[src/hdl/sdd_pkg.sv]
package sdd_pkg;

   // Chain length and buffer depth
   localparam int unsigned STAGE_COUNT = 20;
   localparam int unsigned FIFO_DEPTH = 8;

   // Clock rate and the shortest spacing between two applied shifts
   localparam int unsigned CLK_SYS_HZ = 20000000;
   localparam int unsigned SHIFT_GAP_NS = 50;
   localparam int unsigned SHIFT_GAP_CYC =
      ((SHIFT_GAP_NS * (CLK_SYS_HZ / 1000000)) + 999) / 1000;

   // Position of the shift stage that feeds the serial output
   localparam int unsigned LAST_STAGE = STAGE_COUNT - 1;

   // Values after reset
   localparam logic [STAGE_COUNT-1:0] STAGE_RESET = 20'h00000;
   localparam logic [STAGE_COUNT-1:0] HELD_RESET = 20'h00000;

   // Controller pins, sampled together
   typedef struct packed {
      logic shift_clk;
      logic serial_in;
      logic latch_strobe;
      logic output_force_low;
   } sdd_pins_t;

   localparam sdd_pins_t PINS_RESET = '{shift_clk: 1'b0, serial_in: 1'b0,
                                        latch_strobe: 1'b0, output_force_low: 1'b0};

endpackage : sdd_pkg

[src/hdl/sdd_fifo.sv]
`timescale 1ns/10ps
module sdd_fifo
#(
   parameter int unsigned WIDTH = 1,
   parameter int unsigned DEPTH = sdd_pkg::FIFO_DEPTH
)
(
   // Clock and reset
   input wire logic i_clk_sys,
   input wire logic i_rst,
   // Filling side
   input wire logic i_in_valid,
   input wire logic [WIDTH-1:0] i_in_data,
   output logic o_in_ready,
   // Draining side
   output logic o_out_valid,
   output logic [WIDTH-1:0] o_out_data,
   input wire logic i_out_ready
);

   localparam int unsigned AW = (DEPTH > 1) ? $clog2(DEPTH) : 1;

   logic [WIDTH-1:0] mem [DEPTH];
   logic [AW-1:0] wr_ptr;
   logic [AW-1:0] rd_ptr;
   logic [AW:0] count;
   logic out_valid;
   logic [WIDTH-1:0] out_data;
   logic [AW-1:0] next_wr_ptr;
   logic [AW-1:0] next_rd_ptr;
   logic [AW:0] next_count;
   logic next_out_valid;
   logic [WIDTH-1:0] next_out_data;
   logic push;
   logic load;

   always_comb
   begin
      push = i_in_valid && (count != (AW+1)'(DEPTH));
      // Output register refills whenever storage holds an entry and the register is empty or being taken
      load = (count != '0) && (!out_valid || i_out_ready);
      next_wr_ptr = wr_ptr;
      next_rd_ptr = rd_ptr;
      next_out_valid = out_valid && !i_out_ready;
      next_out_data = out_data;
      if (push)
      begin
         next_wr_ptr = (wr_ptr == AW'(DEPTH - 1)) ? '0 : wr_ptr + 1'b1;
      end
      if (load)
      begin
         next_rd_ptr = (rd_ptr == AW'(DEPTH - 1)) ? '0 : rd_ptr + 1'b1;
         next_out_valid = 1'b1;
         next_out_data = mem[rd_ptr];
      end
      next_count = count + (AW+1)'(push) - (AW+1)'(load);
   end

   always_ff @(posedge i_clk_sys or posedge i_rst)
   begin
      if (i_rst)
      begin
         wr_ptr <= '0;
         rd_ptr <= '0;
         count <= '0;
         out_valid <= 1'b0;
         out_data <= '0;
      end
      else
      begin
         wr_ptr <= next_wr_ptr;
         rd_ptr <= next_rd_ptr;
         count <= next_count;
         out_valid <= next_out_valid;
         out_data <= next_out_data;
      end
   end

   // Storage has no reset; entries are only read after being written
   always_ff @(posedge i_clk_sys)
   begin
      if (push)
      begin
         mem[wr_ptr] <= i_in_data;
      end
   end

   assign o_in_ready = (count != (AW+1)'(DEPTH));
   assign o_out_valid = out_valid;
   assign o_out_data = out_data;

endmodule : sdd_fifo

[src/hdl/sdd_pin_sampler.sv]
`timescale 1ns/10ps
module sdd_pin_sampler
(
   // Clock and reset
   input wire logic i_clk_sys,
   input wire logic i_rst,
   // Controller pins
   input wire sdd_pkg::sdd_pins_t i_pins,
   // Sampled pins and shift clock rising edge
   output sdd_pkg::sdd_pins_t o_pins,
   output logic o_shift_edge
);

   sdd_pkg::sdd_pins_t pins;
   logic prev_shift_clk;
   sdd_pkg::sdd_pins_t next_pins;
   logic next_prev_shift_clk;

   always_comb
   begin
      next_pins = i_pins;
      next_prev_shift_clk = pins.shift_clk;
   end

   always_ff @(posedge i_clk_sys or posedge i_rst)
   begin
      if (i_rst)
      begin
         pins <= sdd_pkg::PINS_RESET;
         prev_shift_clk <= 1'b0;
      end
      else
      begin
         pins <= next_pins;
         prev_shift_clk <= next_prev_shift_clk;
      end
   end

   assign o_pins = pins;
   // Previous sample resets low, so a pin already high at reset release gives one edge
   assign o_shift_edge = pins.shift_clk & ~prev_shift_clk;

endmodule : sdd_pin_sampler

[src/hdl/sdd_top.sv]
// Overview of operation
// - Each rising edge of the shift clock that finds room in the queue moves the 20-stage register by one place, else it holds.
// - On a shift the first stage takes the serial input and every later stage its predecessor.
// - While the latch strobe is high the held bits follow the shift stages continuously.
// - While the latch strobe is low the held bits keep their value whatever is shifted.
// - While output force low is high all 20 driver outputs are low.
// - While output force low is low each driver output shows the held bit of the same number.
// - The serial output always shows the twentieth shift stage for cascading.
`timescale 1ns/10ps
module sdd_top
#(
   parameter int unsigned WIDTH = sdd_pkg::STAGE_COUNT,
   parameter int unsigned DEPTH = sdd_pkg::FIFO_DEPTH,
   parameter int unsigned GAP_CYC = sdd_pkg::SHIFT_GAP_CYC
)
(
   // Clock and reset
   input wire logic i_clk_sys,
   input wire logic i_rst,
   // Controller pins
   input wire logic i_shift_clk,
   input wire logic i_serial_in,
   input wire logic i_latch_strobe,
   input wire logic i_output_force_low,
   // Display side
   output logic [WIDTH-1:0] o_driver_output,
   output logic o_serial_out,
   // Status
   output logic o_shift_overrun
);

   localparam int unsigned GW = (GAP_CYC > 1) ? $clog2(GAP_CYC) : 1;

   sdd_pkg::sdd_pins_t pins_raw;
   sdd_pkg::sdd_pins_t pins;
   logic shift_edge;
   logic fifo_in_ready;
   logic fifo_out_valid;
   logic fifo_out_data;
   logic fifo_out_ready;

   logic [WIDTH-1:0] shift_stage;
   logic [WIDTH-1:0] held_bit;
   logic [WIDTH-1:0] driver_output;
   logic serial_out;
   logic shift_overrun;
   logic [GW-1:0] gap_cnt;
   logic [WIDTH-1:0] next_shift_stage;
   logic [WIDTH-1:0] next_held_bit;
   logic [WIDTH-1:0] next_driver_output;
   logic next_serial_out;
   logic next_shift_overrun;
   logic [GW-1:0] next_gap_cnt;
   logic do_shift;

   always_comb
   begin
      pins_raw.shift_clk = i_shift_clk;
      pins_raw.serial_in = i_serial_in;
      pins_raw.latch_strobe = i_latch_strobe;
      pins_raw.output_force_low = i_output_force_low;
   end

   sdd_pin_sampler u_sampler
   (
      .i_clk_sys(i_clk_sys),
      .i_rst(i_rst),
      .i_pins(pins_raw),
      .o_pins(pins),
      .o_shift_edge(shift_edge)
   );

   // Shifts are queued so a burst of edges is never dropped while the
   // applying side is paced; only a full queue loses an edge
   sdd_fifo #(.WIDTH(1), .DEPTH(DEPTH)) u_fifo
   (
      .i_clk_sys(i_clk_sys),
      .i_rst(i_rst),
      .i_in_valid(shift_edge),
      .i_in_data(pins.serial_in),
      .o_in_ready(fifo_in_ready),
      .o_out_valid(fifo_out_valid),
      .o_out_data(fifo_out_data),
      .i_out_ready(fifo_out_ready)
   );

   assign fifo_out_ready = (gap_cnt == '0);
   assign do_shift = fifo_out_valid && fifo_out_ready;

   genvar g;
   generate
      for (g = 0; g < WIDTH; g++)
      begin : g_stage
         if (g == 0)
         begin : g_first
            assign next_shift_stage[g] = do_shift ? fifo_out_data : shift_stage[g];
         end
         else
         begin : g_rest
            assign next_shift_stage[g] = do_shift ? shift_stage[g-1] : shift_stage[g];
         end
         // Forcing low overrides whatever the held bit says
         assign next_driver_output[g] = ~pins.output_force_low & next_held_bit[g];
      end
   endgenerate

   always_comb
   begin
      next_gap_cnt = gap_cnt;
      if (do_shift)
      begin
         next_gap_cnt = GW'(GAP_CYC - 1);
      end
      else if (gap_cnt != '0)
      begin
         next_gap_cnt = gap_cnt - 1'b1;
      end
      next_held_bit = pins.latch_strobe ? shift_stage : held_bit;
      next_serial_out = next_shift_stage[sdd_pkg::LAST_STAGE];
      // Sticky until reset: an edge arriving on a full queue is lost
      next_shift_overrun = shift_overrun | (shift_edge & ~fifo_in_ready);
   end

   always_ff @(posedge i_clk_sys or posedge i_rst)
   begin
      if (i_rst)
      begin
         shift_stage <= sdd_pkg::STAGE_RESET;
         held_bit <= sdd_pkg::HELD_RESET;
         driver_output <= '0;
         serial_out <= 1'b0;
         shift_overrun <= 1'b0;
         gap_cnt <= '0;
      end
      else
      begin
         shift_stage <= next_shift_stage;
         held_bit <= next_held_bit;
         driver_output <= next_driver_output;
         serial_out <= next_serial_out;
         shift_overrun <= next_shift_overrun;
         gap_cnt <= next_gap_cnt;
      end
   end

   assign o_driver_output = driver_output;
   assign o_serial_out = serial_out;
   assign o_shift_overrun = shift_overrun;

endmodule : sdd_top
[config.mk]
export PLATFORM = sky130hd
export DESIGN_NAME = sdd_top
export DESIGN_NICKNAME = d
export VERILOG_FILES = /design/src/hdl/sdd_pkg.sv /design/src/hdl/sdd_fifo.sv /design/src/hdl/sdd_pin_sampler.sv /design/src/hdl/sdd_top.sv
export SDC_FILE = /design/constraint.sdc
export NUM_CORES = 1
export LEC_CHECK = 0
export BUFFER_PORTS_ARGS = -buffer_cell sky130_fd_sc_hd__clkbuf_2
export CAP_MARGIN = 20
export CORE_MARGIN = 2
export CORE_UTILIZATION = 60
export DETAILED_ROUTE_END_ITERATION = 10
export MAX_ROUTING_LAYER = met4
export PLACE_DENSITY = 0.8
export SLEW_MARGIN = 40
export SYNTH_ARGS = -nofsm -noshare
export SYNTH_HDL_FRONTEND = slang
export SYNTH_SLANG_ARGS = --single-unit
[constraint.sdc]
create_clock -name i_clk_sys -period 4.8 [get_ports i_clk_sys]
set_input_delay 0.72 -clock i_clk_sys [delete_from_list [all_inputs] [get_ports i_clk_sys]]
set_output_delay 0.72 -clock i_clk_sys [all_outputs]
set_load 0.005 [all_outputs]
* Word-level counts from Yosys, hierarchy flattened
Memories as Yosys holds them, arrays and structs flattened. A register that Yosys moved wholly into a read port is not among the register bits. Index checks and enable logic that the tools add are counted.
Word-level totals: register bits 78, memory bits (writable) 8, input bits 6, memories 1
Cells by class: add/sub/neg operators 5, eq/ne operators 3, mux-type cells 9, bitwise operators 27, reductions and logical operators 7
Memories:
- u_fifo.mem | words 8, bits a word 1, read ports 1, clocked after Yosys merged registers in 1, write ports 1, line sdd_fifo.sv:23 | logic [WIDTH-1:0] mem [DEPTH];
Operators with widths (number):
- AND 1 bit | 22
- two-way mux 20 bit | 1
- adder 3 x 1 -> 3 bit (second input constant) | 2
- equality test 3 bit (second input constant) | 2
- two-way mux 1 bit | 6
- two-way mux 3 bit | 2
- adder 4 x 1 -> 4 bit | 1
- logical AND 1 bit | 4
- inequality test 4 bit (second input constant) | 1
- inverter 1 bit | 4
- nonzero test 4 bit | 1
- subtractor 4 x 1 -> 4 bit | 1
- zero test 1 bit | 1
- logical OR 1 bit | 1
- OR 1 bit | 1
- subtractor 1 bit (second input constant) | 1

* Logic depth before layout (Yosys ltp)
Gate-level depths: netlist of the first run.
word-level depth 5, gate-level depth with buffers 10

* Cells and area by module
From an unflattened synthesis of the first run, not the netlist that was laid out.
Unflattened totals: cell total of the unflattened synthesis 215, area total of the unflattened synthesis 3403.3 µm²
Modules (own cells, without submodules):
- sdd_top | times used 1, cells an instance 131, area an instance 2243.4 µm², sequential area each 1526.5 µm²
- sdd_fifo | times used 1, cells an instance 76, area an instance 1009.7 µm², sequential area each 540.5 µm²
- sdd_pin_sampler | times used 1, cells an instance 8, area an instance 150.1 µm², sequential area each 125.1 µm²

* Worst setup path before layout of the first run
OpenSTA, ideal clock, no wires.
path kind reg-to-reg, from register u_fifo.count[2], to register u_fifo.count[2], setup time 0.123 ns, arrival 2.012 ns, data required time 4.677 ns, path slack 2.665 ns, stages on the path, launching flop included 11, path buffers 0, period minus slack after synthesis 2.135 ns, path through dfrtp_1 inv_1 ha_1 nor3b_2 inv_1 ha_1 inv_1 ha_1 inv_1 fa_1 xnor2_1
Between the ends: elaborated cells between the ends (all ways) 6, classes of those cells add/sub: 2; eq/ne: 1; reduce/logical: 3
RTL lines:
- start: declaration | line sdd_fifo.sv:26 | logic [AW:0] count;
- start signal: assignment | line sdd_fifo.sv:73 | count <= next_count;
- nonzero test 4 bit | line sdd_fifo.sv:41 | load = (count != '0) && (!out_valid || i_out_ready);
- logical AND 1 bit | line sdd_fifo.sv:41
- via u_fifo.load | line sdd_fifo.sv:35 | logic load;
- subtractor 4 x 1 -> 4 bit | line sdd_fifo.sv:56 | next_count = count + (AW+1)'(push) - (AW+1)'(load);
- via u_fifo.next_count[2] | line sdd_fifo.sv:31 | logic [AW:0] next_count;
The timed path passes the listed nets, and every way through them passes these cells. A chain may end at the register's enable or synchronous reset.

* Final worst setup path of the first run
Ends and elaborated chain as after synthesis.

==> results.toml, run 1 <==
[outcome]
status = "finished, final reports clean"

[clocking]
htreeDepth = 3
cts_hold_buf = 0
cts_buffers = 9
cts_tree = "done"
cts_max_path_buffers = 2
insertion_delay_ns = 0.36
cts_setup_buffers = 0
cts_resized = 0
clock-sinks = 86
path_clk_slew_ns = 0.09
cts_root_buf = "clkbuf_8"

[route]
drt_iter0_markers = 81
routed_wl_um = 4600
wire_per_inst_um = 14.4
ant_nets = 0
drc = 0
dr.pass1.iters = 4
via_per_inst = 5.15
vias = 1647

[floorplan]
die_width_um = 77.9
core_area_sq_um = 5200
dieArea_sq_um = 6070
io-pin-count = 28
fp-row-count = 26
initial_utilization_pct = 63.0
die_h_um = 77.9

[yosys]
yosys.area.top_type = "dfrtp_1"
synthCells = 213
ys_warn_count = 0
yosysMostFrequentCell = "dfrtp_1"
synth_ff_type = "dfrtp_1"
synth-edff-count = 8
async_reset_ff_share_pct = 90.7
synth_common_cells = "dfrtp_1 (78), mux2_2 (44), nor2b_1 (21), inv_1 (11), ha_1 (10)"
synthesis.area_sq_um = 3280
synth_fp_nets = 230
synth_top_area_share_pct = 59.5
synth_seq_cells = 86
ys_types = 29
synthTopCellsByArea = "dfrtp_1 (60%), mux2_2 (15%), edfxtp_1 (7.3%)"
syn_area_per_cell_sq_um = 15.4
synth-seq-area-share_pct = 66.9

[sta]
setup_violations = 0
period_needed_ns = 2.32
setup_ws_ns = 2.48
maxSlewViolCount = 0
worst_pin_slew_ns = 0.726
relSlewSlack_pct = 51.6
rsz0062_at_grt = "no"
hold_viol_final = 0
final.period_utilization_pct = 48.3
setup_tns_ns = 0
fin_skew_ns = 0.00901
fmax_mhz = 431

[worst_setup_path]
path_delay_family = "adder cells"
worstReg2RegStart = "u_fifo.count[2]"
path_cells = "inv_1 -> ha_1 -> nor3b_2 -> inv_1 -> ha_1 -> inv_1 -> ha_1 -> inv_1 -> fa_1 -> xnor2_1"
max_stage_delay_ns = 0.42
critPathBufInv = 4
setup.worst_path.start = "u_fifo.count[2]"
reg2reg_setup_slack_ns = 2.48
critPathSlowestCell = "nor3b_2"
worst-setup-path-type = "flip-flop to flip-flop"
path_common_cell = "inv_1"
cp.required_ns = 5.05
worstSetupEndpointType = "flip-flop"
startpoint_type = "flip-flop"
cp.arrival_ns = 2.57
cp_max_fo = 8

[layout]
drive_above_1_share_pct = 38.4
fin_cells = 320
final-seq-area_sq_um = 2190
nNetsFinal = 262
final_util_pct = 71.4
syn2layout_area_growth_pct = 13.3
fillers = 381
diodes = 0
multiInputGateArea_sq_um = 1010

[place]
pre_cts_slack_ns = 2.46
placed_cells = 304
place_congestion = 0.767
hpwl_um = 2880
port_buffers = 27

[global_routing]
grt_pass1_wl_um = 7980
antenna_found_initial = 0
grt-ovfl-total = 0
grtUsageMet2_pct = 27.0
grt_busiest_layer = "met2"
gr-usage-met3_pct = 5.93
first_global_vias = 1644
gr-usage-met1_pct = 22.9
grt_max_degree = 43
gr-usage-all-layers_pct = 18.1

[pwr]
ir_drop_mv = 0.385
p_per_area_nw_per_um2 = 644
leakagePower_nw = 1.72

[hold_path]
hold_path.class = "input port to asynchronous set/reset pin"

[run]
drv_cap = 0
[sequential cells by signal, summed over array words and instances, names as in the netlist]
signal,count
u_sampler.o_pins,3
held_bit,20
u_fifo.wr_ptr,3
o_driver_output,20
shift_stage,19
u_fifo.rd_ptr,3
o_shift_overrun,1
o_serial_out,1
u_fifo.o_out_data,1
u_sampler.next_prev_shift_clk,1
u_fifo.count,4
u_fifo.o_out_valid,1
u_fifo.mem,8
u_sampler.prev_shift_clk,1
[logic make-up after synthesis]
family | Yosys count | share of synthesized area [%]
buffers and inverters | 18 | 2.44
AO/OA/AOI/OAI | 6 | 1.37
adder cells (fa/ha/maj) | 11 | 4.43
flip-flops | 86 | 66.9
multiplexers | 49 | 17.0
XOR/XNOR | 2 | 0.534
AND/OR/NAND/NOR | 41 | 7.33
[final timing paths]
path,endpoint,cells past startpoint
max in group asynchronous,u_fifo.o_out_data,3
worst min-delay path,u_sampler.o_pins[2],2
worst min register to register,u_sampler.prev_shift_clk,0
min in group i_clk_sys,u_sampler.prev_shift_clk,0
worst max register to register,u_fifo.count[2],10
worst max-delay path,u_fifo.count[2],10
[stage by stage]
stage | total power, W | area (sq um) | hold WS, ns
final | 0.00239 | 3710 | 0.372
after global routing | 0.00255 | 3710 | 0.396
after floorplan | 0.00165 | 3280 | 0.347
after CTS | 0.00242 | 3710 | 0.378
after global placement | 0.00179 | 3470 | 0.356
after detailed placement | 0.00183 | 3470 | 0.366
[final cells by class]
cell class                      count  share of cell area (%)
Inverter                           11                    1.18
Timing Repair Buffer               28                    3.84
Clock inverter                      6                    2.46
Sequential cell                    86                    59.1
Multi-Input combinational cell    109                    27.1
Tap cell                           70                    2.36
Clock buffer                       10                    4.01
[cells in the final DEF, fill, tap and decap left out, drive strengths merged, types with 3 or more instances in the layout]
cell,Yosys,routed
dfrtp,78,78
mux2,44,44
clkbuf,2,37
nor2b,21,21
inv,11,12
ha,10,10
edfxtp,8,8
nor3,5,5
mux2i,4,4
nor2,4,4
nand2,4,4
nand2b,3,3
clkinv,0,3
[routing by layer]
| metal | vias to the layer above | wire length [um] | share of wire (%) |
|---|---|---|---|
| met5 | - | 0 | 0 |
| li1 | 788 | - | - |
| met3 | 9 | 171 | 3.7 |
| met1 | 820 | 2100 | 46 |
| met2 | 30 | 2230 | 48 |
| met4 | 0 | 97 | 2.1 |
[where the power goes]
part / total, W / switching [W] / internal, W
Combinational: 0.000597 / 0.000228 / 0.000369
Sequential: 0.00121 / 0.000186 / 0.00102
Clock: 0.000589 / 0.000262 / 0.000327
Power figures use the tool's default switching activity.
==> run 2, diff against run 1 <==
CORE_UTILIZATION = 52   (was 60)
PLACE_DENSITY = 0.74   (was 0.8)
clock period = 2.1 ns   (was 4.8 ns; I/O delays follow)
==> run 2 against run 1 <==
- design area is 1.6% higher
- clock skew fell by 0.0040 ns
- die area is 15% higher
- maximum frequency is 11% higher
- highest routed layer unchanged
- utilization down 8.4 points
- first-iteration DRC count is 21% higher
- setup slack got worse by 2.5 ns
- sequential power is 120% higher
- combinational power rose to 2.5 times the previous value
- sequential share of layout area is 1.0 points lower
==> results.toml, run 2 (same netlist as run 1, synthesis figures left out) <==
[layout]
diodes = 0
fillers = 444
multiInputGateArea_sq_um = 1030
drive_above_1_share_pct = 41.4
syn2layout_area_growth_pct = 15.2
final-seq-area_sq_um = 2190
most-common-layout-cells = "dfrtp_1 (78), mux2_2 (44), clkbuf_2 (27), nor2b_1 (21), clkbuf_8 (12)"
nNetsFinal = 268
final_common_cell = "dfrtp_1"

[sta]
setup_tns_ns = 0
setup_ws_ns = 0.0143
hold_viol_final = 0
fmax_mhz = 479
fin_skew_ns = 0.00498
period_needed_ns = 2.09
relSlewSlack_pct = 48.7
rsz0062_at_grt = "yes"
maxSlewViolCount = 0
final.period_utilization_pct = 99.3
setup_violations = 0
worst_pin_slew_ns = 0.770

[run]
drv_cap = 0

[worst_setup_path]
cp_max_fo = 3
cp.arrival_ns = 2.33
reg2reg_setup_slack_ns = 0.01
worst-setup-path-type = "flip-flop to flip-flop"
worstSetupEndpointType = "flip-flop"
startpoint_type = "flip-flop"
cp.required_ns = 2.34

[floorplan]
core_area_sq_um = 5990
initial_utilization_pct = 54.7
die_width_um = 83.4
die_h_um = 83.4
io-pin-count = 28
fp-row-count = 28
dieArea_sq_um = 6960

[pwr]
p_per_area_nw_per_um2 = 1420
ir_drop_mv = 0.646
leakagePower_nw = 1.73
total_power_w = 0.00536

[route]
routed_wl_um = 4500
met1_length_um = 2110
vias = 1698
ant_nets = 0
dr_wl_met3_um = 204
wire_per_inst_um = 13.6
via_per_inst = 5.13
highest_layer = "met4"
drt_iter0_markers = 98
dr_wl_met2_um = 2080
dr.pass1.iters = 4
drc = 0

[clocking]
htreeDepth = 3
insertion_delay_ns = 0.35
path_clk_slew_ns = 0.08
clock-sinks = 86
cts_root_buf = "clkbuf_8"
cts_max_path_buffers = 2
cts_buffers = 9
cts_tree = "done"
cts_hold_buf = 0

[place]
pre_cts_slack_ns = 0.0234
port_buffers = 27
hpwl_um = 2890
place_congestion = 0.831

[outcome]
status = "finished, final reports clean"

[global_routing]
grt_pass1_wl_um = 8070
grt_max_degree = 79
grt-ovfl-total = 0
gr-usage-all-layers_pct = 15.3
antenna_found_initial = 0
first_global_vias = 1770

[hold_path]
hold_path.class = "input port to asynchronous set/reset pin"
run 2: cell count changes in the layout (fill, tap and decap cells not counted), moves of 3 or more:
cell	change
clkbuf_8	+3
clkinvlp_4	+3
buf_4	+5
inv_1	-3
inv_2	+3
run 2: repair_timing:
action                                  4_1_cts  5_1_grt
gates resized for setup                       0        7
setup buffers                                 0        2
endpoints found under the setup margin        0        3
run 2: path summary, 6_finish.rpt:
| check | start | end | cells past startpoint |
|---|---|---|---|
| setup / recovery | u_fifo.count[2] | u_fifo.count[1] | 10 |
| hold / removal | i_rst | shift_stage[18] | 3 |
| setup reg to reg | u_fifo.count[2] | u_fifo.count[1] | 10 |
| hold reg to reg | u_sampler.next_prev_shift_clk | u_sampler.prev_shift_clk | 0 |
| max in group asynchronous | i_rst | u_sampler.o_pins[2] | 3 |
| min in group i_clk_sys | i_output_force_low | u_sampler.o_pins[0] | 1 |
run 2: metrics by stage:
step	utilization [%]	hold WS [ns]	cell area, sq um	cells
2_1_floorplan	-	0.346	3290	213
3_3_place_gp	58.9	0.354	3530	313
4_1_cts	62.5	0.0502	3740	329
5_1_grt	63.0	0.0419	3770	331
6_report	63.0	0.0396	3770	331
3_5_place_dp	58.9	0.369	3530	313
run 2: cell type report:
| type | count | area share [%] |
|---|---|---|
| Tap cell | 75 | 2.49 |
| Inverter | 11 | 1.19 |
| Timing Repair Buffer | 34 | 5.30 |
| Clock inverter | 3 | 0.630 |
| Multi-Input combinational cell | 109 | 27.3 |
| Sequential cell | 86 | 58.1 |
| Clock buffer | 13 | 5.04 |
run 2: routing by layer:
layer  up-vias  GRT usage (%)
met4         0           7.90
met3        11           4.97
met1       858           19.3
li1        798              -
met5         -              -
met2        31           22.2
run 2: worst max-delay path: stages, from the launching register on:
cell	delay, ns
dfrtp_1	0.38
inv_2	0.09
ha_4	0.13
nor3b_4	0.18
inv_1	0.08
ha_1	0.28
inv_1	0.07
ha_2	0.19
inv_2	0.04
fa_2	0.51
inv_1	0.04
run 2: report_power, final:
| part | internal [W] | total [W] | switching, W | leakage, nW |
|---|---|---|---|---|
| logic | 0.000905 | 0.00150 | 0.000599 | 0.609 |
| clock network | 0.000601 | 0.00115 | 0.000550 | 0.103 |
| registers | 0.00233 | 0.00270 | 0.000371 | 1.01 |
| total | 0.00384 | 0.00536 | 0.00152 | 1.73 |
